`src/design/ldi_consts.svh`:
```
`ifndef LDI_CONSTS_SVH
`define LDI_CONSTS_SVH
`define LDI_BUS_W 16
`define LDI_BYTE_W 8
`define LDI_FIFO_DEPTH 32
`define LDI_FIFO_AW 5
`endif

```
`src/design/ldi_pkg.sv`:
```
package ldi_pkg;
    typedef struct packed {
        logic [15:0] data;
        logic frame_rise;
        logic frame_fall;
    } ldi_word_t;
    typedef enum logic [1:0] {
        LDI_LOW = 2'b00,
        LDI_BYTE_HI = 2'b01
    } ldi_asm_t;
endpackage : ldi_pkg

```
`src/design/ldi_fifo.sv`:
```
`timescale 1ns/1ps
`include "ldi_consts.svh"
module ldi_fifo #(
    parameter int WIDTH = 18,
    parameter int DEPTH = 32,
    parameter int AW = 5
) (
    input wire logic clk,
    input wire logic rst,
    input wire logic flush,
    input wire logic in_valid,
    output logic in_ready,
    input wire logic [WIDTH-1:0] in_data,
    output logic out_valid,
    input wire logic out_ready,
    output logic [WIDTH-1:0] out_data
);
    logic [WIDTH-1:0] mem [DEPTH];
    logic [AW:0] wp;
    logic [AW:0] rp;
    logic [AW:0] next_wp;
    logic [AW:0] next_rp;
    logic do_wr;
    logic do_rd;
    logic full;
    logic empty;
    assign full = (wp[AW] != rp[AW]) && (wp[AW-1:0] == rp[AW-1:0]);
    assign empty = (wp == rp);
    assign in_ready = !full;
    assign out_valid = !empty;
    assign out_data = mem[rp[AW-1:0]];
    assign do_wr = in_valid && !full;
    assign do_rd = out_ready && !empty;
    always_comb begin
        next_wp = wp;
        next_rp = rp;
        if (flush) begin
            next_wp = '0;
            next_rp = '0;
        end else begin
            if (do_wr) next_wp = wp + 1'b1;
            if (do_rd) next_rp = rp + 1'b1;
        end
    end
    always_ff @(posedge clk) begin
        if (rst) begin
            wp <= '0;
            rp <= '0;
        end else begin
            wp <= next_wp;
            rp <= next_rp;
        end
        if (do_wr && !flush) mem[wp[AW-1:0]] <= in_data;
    end
endmodule : ldi_fifo

```
`src/design/ldi_port.sv`:
```
`timescale 1ns/1ps
`include "ldi_consts.svh"
module ldi_port
    import ldi_pkg::*;
(
    input wire logic clk,
    input wire logic rst,
    input wire logic forwarded_sample_clock,
    input wire logic [15:0] data_lines,
    input wire logic frame_indicator,
    input wire logic byte_mode,
    input wire logic bus_reverse,
    input wire logic frame_resets_fifo,
    input wire logic ext_ref_select,
    input wire logic internal_ref_level,
    input wire logic reference_pin_in,
    output logic reference_pin_out,
    output logic reference_pin_oe,
    output logic ext_ref_sample,
    output logic sync_pulse,
    output logic sample_valid,
    input wire logic sample_ready,
    output logic [15:0] sample_data,
    output logic sample_parity,
    output logic overflow
);
    // Two-flop sync of the link, config and reference pins; the link clock is oversampled, not used as a clock
    logic [17:0] meta;
    logic [17:0] sync;
    logic [17:0] next_sync;
    logic clk_prev;
    logic [2:0] cfg_meta;
    logic [2:0] cfg;
    logic [1:0] ref_meta;
    logic [1:0] ref_sync;
    always_comb next_sync = meta;
    always_ff @(posedge clk) begin
        if (rst) begin
            meta <= '0;
            sync <= '0;
            clk_prev <= 1'b0;
            cfg_meta <= '0;
            cfg <= '0;
            ref_meta <= '0;
            ref_sync <= '0;
        end else begin
            meta <= {forwarded_sample_clock, frame_indicator, data_lines};
            sync <= next_sync;
            clk_prev <= sync[17];
            cfg_meta <= {byte_mode, bus_reverse, frame_resets_fifo};
            cfg <= cfg_meta;
            ref_meta <= {ext_ref_select, reference_pin_in};
            ref_sync <= ref_meta;
        end
    end

    // Edge detector resets low, matching the idle link clock level
    logic rise;
    logic fall;
    logic edge_any;
    logic [15:0] ordered;
    assign rise = sync[17] && !clk_prev;
    assign fall = !sync[17] && clk_prev;
    assign edge_any = rise || fall;

    // Bus reversal mirrors the whole sixteen-line bus, before width selection
    genvar gi;
    generate
        for (gi = 0; gi < 16; gi++) begin : g_rev
            assign ordered[gi] = cfg[1] ? sync[15-gi] : sync[gi];
        end
    endgenerate

    // Byte assembly: first byte of a pair is the high byte
    // Word mode parks the pairing state so byte mode starts on a high byte
    ldi_asm_t st;
    ldi_asm_t next_st;
    logic [7:0] hi_byte;
    logic [7:0] next_hi_byte;
    logic push;
    logic [15:0] push_data;
    logic frame_r;
    logic next_frame_r;
    logic frame_f;
    logic next_frame_f;
    always_comb begin
        next_st = st;
        next_hi_byte = hi_byte;
        next_frame_r = frame_r;
        next_frame_f = frame_f;
        push = 1'b0;
        push_data = ordered;
        if (rise) next_frame_r = sync[16];
        if (fall) next_frame_f = sync[16];
        if (edge_any) begin
            if (!cfg[2]) begin
                push = 1'b1;
                next_st = LDI_LOW;
            end else begin
                case (st)
                    LDI_LOW: begin
                        next_hi_byte = ordered[7:0];
                        next_st = LDI_BYTE_HI;
                    end
                    LDI_BYTE_HI: begin
                        push = 1'b1;
                        push_data = {hi_byte, ordered[7:0]};
                        next_st = LDI_LOW;
                    end
                    default: next_st = LDI_LOW;
                endcase
            end
        end
    end
    always_ff @(posedge clk) begin
        if (rst) begin
            st <= LDI_LOW;
            hi_byte <= '0;
            frame_r <= 1'b0;
            frame_f <= 1'b0;
        end else begin
            st <= next_st;
            hi_byte <= next_hi_byte;
            frame_r <= next_frame_r;
            frame_f <= next_frame_f;
        end
    end

    // Frame rising-edge event: flush FIFO or emit sync
    // Only a 0-to-1 step counts, so a held-high indicator fires once
    logic frame_evt;
    logic flush;
    logic next_sync_pulse;
    assign frame_evt = rise && sync[16] && !frame_r;
    assign flush = frame_evt && cfg[0];
    always_comb next_sync_pulse = frame_evt && !cfg[0];

    ldi_word_t fin;
    ldi_word_t fout;
    logic fin_ready;
    logic fout_valid;
    logic pop;
    logic next_overflow;
    assign fin.data = push_data;
    assign fin.frame_rise = sync[16];
    assign fin.frame_fall = fall ? sync[16] : frame_f;
    ldi_fifo #(
        .WIDTH($bits(ldi_word_t)),
        .DEPTH(`LDI_FIFO_DEPTH),
        .AW(`LDI_FIFO_AW)
    ) u_fifo (
        .clk(clk),
        .rst(rst),
        .flush(flush),
        .in_valid(push),
        .in_ready(fin_ready),
        .in_data(fin),
        .out_valid(fout_valid),
        .out_ready(pop),
        .out_data(fout)
    );
    // Link cannot be stalled, so a full FIFO drops the sample and flags it
    always_comb next_overflow = overflow || (push && !fin_ready && !flush);
    assign pop = fout_valid && (!sample_valid || sample_ready);

    logic next_valid;
    logic [15:0] next_data;
    logic next_parity;
    logic next_ref_out;
    logic next_ref_oe;
    logic next_ext_ref;
    // Output stage holds a word until taken; flush empties it too
    always_comb begin
        next_valid = sample_valid;
        next_data = sample_data;
        next_parity = sample_parity;
        if (sample_valid && sample_ready) next_valid = 1'b0;
        if (pop) begin
            next_valid = 1'b1;
            next_data = fout.data;
            next_parity = fout.frame_fall;
        end
        if (flush) next_valid = 1'b0;
        next_ref_oe = !ref_sync[1];
        next_ref_out = internal_ref_level;
        next_ext_ref = ref_sync[1] ? ref_sync[0] : 1'b0;
    end
    always_ff @(posedge clk) begin
        if (rst) begin
            sample_valid <= 1'b0;
            sample_data <= '0;
            sample_parity <= 1'b0;
            overflow <= 1'b0;
            sync_pulse <= 1'b0;
            reference_pin_oe <= 1'b1;
            reference_pin_out <= 1'b0;
            ext_ref_sample <= 1'b0;
        end else begin
            sample_valid <= next_valid;
            sample_data <= next_data;
            sample_parity <= next_parity;
            overflow <= next_overflow;
            sync_pulse <= next_sync_pulse;
            reference_pin_oe <= next_ref_oe;
            reference_pin_out <= next_ref_out;
            ext_ref_sample <= next_ext_ref;
        end
    end

    property p_ddr_push;
        @(posedge clk) disable iff (rst) (edge_any && !cfg[2]) |-> push;
    endproperty
    a_ddr_push: assert property (p_ddr_push) else $error("word edge not pushed");
    property p_word_order;
        @(posedge clk) disable iff (rst) (push && !cfg[2] && !cfg[1]) |-> push_data == sync[15:0];
    endproperty
    a_word_order: assert property (p_word_order) else $error("word bit order wrong");
    property p_byte_low;
        @(posedge clk) disable iff (rst) (push && cfg[2]) |-> push_data[7:0] == ordered[7:0];
    endproperty
    a_byte_low: assert property (p_byte_low) else $error("byte lane wrong");
    property p_reverse;
        @(posedge clk) disable iff (rst) cfg[1] |-> ordered[0] == sync[15] && ordered[15] == sync[0];
    endproperty
    a_reverse: assert property (p_reverse) else $error("bus not reversed");
    property p_flush;
        @(posedge clk) disable iff (rst) flush |=> !sample_valid;
    endproperty
    a_flush: assert property (p_flush) else $error("flush left data");
    property p_sync;
        @(posedge clk) disable iff (rst) (frame_evt && !cfg[0]) |=> sync_pulse;
    endproperty
    a_sync: assert property (p_sync) else $error("sync pulse missing");
    property p_fall_cap;
        @(posedge clk) disable iff (rst) fall |=> frame_f == $past(sync[16]);
    endproperty
    a_fall_cap: assert property (p_fall_cap) else $error("falling frame not caught");
    property p_ref;
        @(posedge clk) disable iff (rst) ref_sync[1] |=> !reference_pin_oe;
    endproperty
    a_ref: assert property (p_ref) else $error("reference pin driven in external mode");
    property p_pair;
        @(posedge clk) disable iff (rst) (cfg[2] && edge_any && st == LDI_LOW) |-> !push;
    endproperty
    a_pair: assert property (p_pair) else $error("half sample pushed");
    property p_no_stray_push;
        @(posedge clk) disable iff (rst) !edge_any |-> !push;
    endproperty
    a_no_stray_push: assert property (p_no_stray_push) else $error("push, no edge");
    property p_byte_first;
        @(posedge clk) disable iff (rst)
            (cfg[2] && edge_any && st == LDI_LOW) |=> hi_byte == $past(ordered[7:0]);
    endproperty
    a_byte_first: assert property (p_byte_first) else $error("high byte lost");
    property p_byte_second;
        @(posedge clk) disable iff (rst)
            (cfg[2] && edge_any && st == LDI_BYTE_HI) |-> push && push_data[15:8] == hi_byte;
    endproperty
    a_byte_second: assert property (p_byte_second) else $error("pair not pushed");
    property p_word_parks;
        @(posedge clk) disable iff (rst) (!cfg[2] && edge_any) |=> st == LDI_LOW;
    endproperty
    a_word_parks: assert property (p_word_parks) else $error("pairing not parked");
    property p_rise_cap;
        @(posedge clk) disable iff (rst) rise |=> frame_r == $past(sync[16]);
    endproperty
    a_rise_cap: assert property (p_rise_cap) else $error("rising frame not caught");
    property p_flush_quiet;
        @(posedge clk) disable iff (rst) flush |=> !sync_pulse;
    endproperty
    a_flush_quiet: assert property (p_flush_quiet) else $error("sync in flush mode");
    property p_sync_cause;
        @(posedge clk) disable iff (rst) sync_pulse |-> $past(frame_evt && !cfg[0]);
    endproperty
    a_sync_cause: assert property (p_sync_cause) else $error("stray sync pulse");
    property p_ref_drive;
        @(posedge clk) disable iff (rst) !ref_sync[1] |=> reference_pin_oe;
    endproperty
    a_ref_drive: assert property (p_ref_drive) else $error("reference not driven");
    property p_ext_sample;
        @(posedge clk) disable iff (rst) ref_sync[1] |=> ext_ref_sample == $past(ref_sync[0]);
    endproperty
    a_ext_sample: assert property (p_ext_sample) else $error("external level lost");
    // Stream contract: a waiting word must not change, and overflow is sticky
    property p_out_hold;
        @(posedge clk) disable iff (rst)
            (sample_valid && !sample_ready && !flush) |=> sample_valid && $stable(sample_data);
    endproperty
    a_out_hold: assert property (p_out_hold) else $error("waiting word changed");
    property p_ovf_sticky;
        @(posedge clk) disable iff (rst) overflow |=> overflow;
    endproperty
    a_ovf_sticky: assert property (p_ovf_sticky) else $error("overflow cleared");
    c_word: cover property (@(posedge clk) disable iff (rst) push && !cfg[2]);
    c_byte: cover property (@(posedge clk) disable iff (rst) push && cfg[2]);
    c_flush: cover property (@(posedge clk) disable iff (rst) flush);
    c_ovf: cover property (@(posedge clk) disable iff (rst) $rose(overflow));
    c_sync: cover property (@(posedge clk) disable iff (rst) sync_pulse);
endmodule : ldi_port

```
`config.mk`:
```
export PLATFORM = sky130hd
export DESIGN_NAME = ldi_port
export DESIGN_NICKNAME = d
export VERILOG_FILES = /design/src/design/ldi_pkg.sv /design/src/design/ldi_fifo.sv /design/src/design/ldi_port.sv
export VERILOG_INCLUDE_DIRS = /design/src /design/src/design
export SDC_FILE = /design/constraint.sdc
export NUM_CORES = 1
export LEC_CHECK = 0
export BUFFER_PORTS_ARGS = -buffer_cell sky130_fd_sc_hd__buf_2
export CAP_MARGIN = 20
export CORE_AREA = 4 4 271 167
export CTS_CLUSTER_SIZE = 40
export DETAILED_ROUTE_END_ITERATION = 10
export DIE_AREA = 0 0 275 171
export GPL_TIMING_DRIVEN = 0
export HOLD_SLACK_MARGIN = 0.1
export PLACE_DENSITY = 0.78
export SLEW_MARGIN = 20
export SYNTH_ARGS = -nofsm -noshare
export SYNTH_HDL_FRONTEND = slang
export SYNTH_HIERARCHICAL = 1
export SYNTH_SLANG_ARGS = --single-unit
```
`constraint.sdc`:
```
create_clock -name clk -period 3.45 [get_ports clk]
set_input_delay 0.5175 -clock clk [delete_from_list [all_inputs] [get_ports clk]]
set_output_delay 0.5175 -clock clk [all_outputs]
set_load 0.05 [all_outputs]
```
==> out/qor.csv <==
stage,metric,value,unit
status,outcome,completed,
sta,finalCritPeriodShare,0.9770,
global_routing,antenna_found_initial,1,
placement,dpl-instance-area,0.02671,sq mm
sta,hold_violations,0,
final_layout,drive_gt1_frac,0.1689,
floorplanning,die_area,0.04703,sq mm
worst_setup_path,arrival,3.57,ns
sta,maxSlewHeadroom,0.3240,
floorplanning,die-width,275,um
drt,initialDrtViolationCount,2277,
pwr,p_leak,9.027,nW
drt,vias,14780,
final_layout,nFillCells,2854,
sta,worst_pin_slew,1.013,ns
worst_setup_path,slowest_delay,0.93,ns
global_routing,globalRouteTotalUtil,0.2694,
drt,drc_errors,0,
global_routing,grt_max_degree,34,
placement,portBuffers,49,
clock_network,cts-buffers-inserted,53,
floorplanning,rows,59,
clock_network,clk_latency,0.59,ns
sta,finalCriticalPeriod,3.371,ns
clock_network,numClockSinks,642,
worst_setup_path,criticalPathCategory,reg -> reg,
worst_setup_path,worstPathMaxFanout,17,
drt,wl,63260,um
floorplanning,initial_core_util,0.5837,
drt,ant_nets,0,
floorplanning,coreArea,0.04282,sq mm
clock_network,cts_root_buf,clkbuf_16,
worst_setup_path,r2r_setup_slack,0.08,ns
drt,dr.pass1.iters,6,
placement,dp_slack,0.2359,ns
final_layout,num-nets-final,1746,
synthesis,syn_inst,1569,
worst_setup_path,slowest_stage,nor2_2,
synthesis,ys_warn_count,6,
final_layout,area_delta_synth_final,13.82,%
clock_network,cts_tree,yes,
sta,fin_tns_setup,0,ns
global_routing,grt_overflow_total,0,
drt,via_per_inst,6.336,
global_routing,grt_pass1_vias,14300,
synthesis,netlist_area,0.02499,sq mm
worst_setup_path,worstSetupStartpointType,register,
placement,gp_congestion,1.001,
synthesis,synth_fp_nets,1603,
sta,fmax,0.2967,GHz
global_routing,grt_pass1_wl,91880,um
worst_setup_path,crit_chain,inv_1 > ha_1 > a21oi_1 > a21boi_4 > nand3b_2 > nor2_2,
floorplanning,io_pins,50,
synthesis,synth.avg_cell_area,15.93,sq um
worst_setup_path,critPathCaptureType,register,
sta,worst_slack,0.07948,ns
worst_setup_path,required,3.65,ns
job,max_cap_viol_count,0,
floorplanning,die_h,171,um
clock_network,hold_buffers,0,
placement,hpwl,42680,um
sta,finalClockSkew,0.02691,ns
pwr,powerDensity,530.9,mW/mm^2
clock_network,post_cts_buffers,0,
drt,wl_per_cell,27.12,um
sta,drv_slew,0,
pwr,total_power,15.10,mW
clock_network,cts_max_level,2,
final_layout,postLayoutCellArea,0.02845,sq mm
hold_path,hold_class,in -> reg,
clock_network,path_clk_slew,0.07,ns
clock_network,cts_buffer_depth,3,
sta,setup-violations-final,0,
sta,grt_setup_unrepaired,no,
pwr,ir_drop,0.4034,mV
-- report_power, final --
part	internal (mW)	total [mW]	switching (mW)
Combinational	0.179	0.626	0.447
Clock	3.33	5.99	2.66
Sequential	8.45	8.48	0.0337
Total	12.0	15.1	3.14
-- worst paths after layout --
check / from / cells past startpoint / end
worst min-delay path: bus_reverse / 2 / cfg_meta[1]$_SDFF_PP0_
worst min register to register: ref_sync[0]$_SDFF_PP0_ / 2 / ext_ref_sample$_SDFF_PP0_
worst max register to register: sync[17]$_SDFF_PP0_ / 6 / u_fifo/mem[24][8]$_DFFE_PP_
worst max-delay path: sync[17]$_SDFF_PP0_ / 6 / u_fifo/mem[24][8]$_DFFE_PP_
-- critical path, delay by kind of cell, from the launching register on --
family / cells / cell delay [ns]
adder cells (fa/ha/maj): 1 / 0.38
buffers and inverters: 1 / 0.07
AND/OR/NAND/NOR: 2 / 1.37
flip-flops: 1 / 0.36
AO/OA/AOI/OAI: 2 / 0.80
-- sequential cells by signal (all words and copies together), names as in the netlist, 2 cells and up, named ones only --
name / cells
u_fifo/mem: 544
meta: 18
sync: 18
sample_data: 16
hi_byte: 8
u_fifo/rp: 6
u_fifo/wp: 6
cfg: 3
cfg_meta: 3
ref_meta: 2
ref_sync: 2
-- stage by stage --
stage / hold WS, ns / util / cells
final: 0.1391 / 0.6644 / 2333
after global routing: 0.1286 / 0.6643 / 2332
after CTS: 0.1274 / 0.6641 / 2332
after detailed placement: 0.4181 / 0.6237 / 2236
after global placement: 0.4117 / 0.6063 / 2197
after floorplan: 0.3776 / - / 1569
-- layer usage --
layer  routed length (um)  global-route usage
met5                   13                   0
met4                 1935             0.07851
met3                 9211             0.09280
met2                26580              0.3857
met1                25520              0.3957
-- placed cells by master, fill, tap and decap left out, types with 9 or more instances in the layout --
| cell | count |
|---|---|
| a21oi_1 | 63 |
| a22o_1 | 34 |
| a22oi_1 | 68 |
| a31oi_1 | 17 |
| buf_2 | 92 |
| buf_4 | 24 |
| buf_6 | 15 |
| clkbuf_1 | 44 |
| clkbuf_16 | 56 |
| clkinv_1 | 10 |
| clkinv_2 | 10 |
| dfxtp_1 | 98 |
| edfxtp_1 | 544 |
| mux2i_1 | 288 |
| nand2_1 | 44 |
| nand3_1 | 59 |
| nand4_1 | 18 |
| nor2_1 | 29 |
| nor2_2 | 22 |
| nor2b_1 | 50 |
| nor3_1 | 18 |
| o21ai_0 | 21 |
| xnor2_1 | 9 |
-- repair_timing --
item,CTS,global route
setup endpoints to repair,0,17
hold endpoints to repair,0,0
gates resized for setup,0,2
-- layout make-up --
cell class | count | area, sq um | area share
plain buffers | 102 | 524.3 | 0.01843
diodes | 1 | 2.502 | 0.00008797
well taps | 579 | 724.4 | 0.02547
flip-flops and latches | 642 | 18300 | 0.6432
repair buffers | 88 | 799.5 | 0.02811
clock inverters | 32 | 296.5 | 0.01042
inverters | 8 | 30.03 | 0.001056
multi-input cells | 817 | 6340 | 0.2229
clock buffers | 64 | 1431 | 0.05032
No activity file was read; power rests on OpenSTA's default activity.
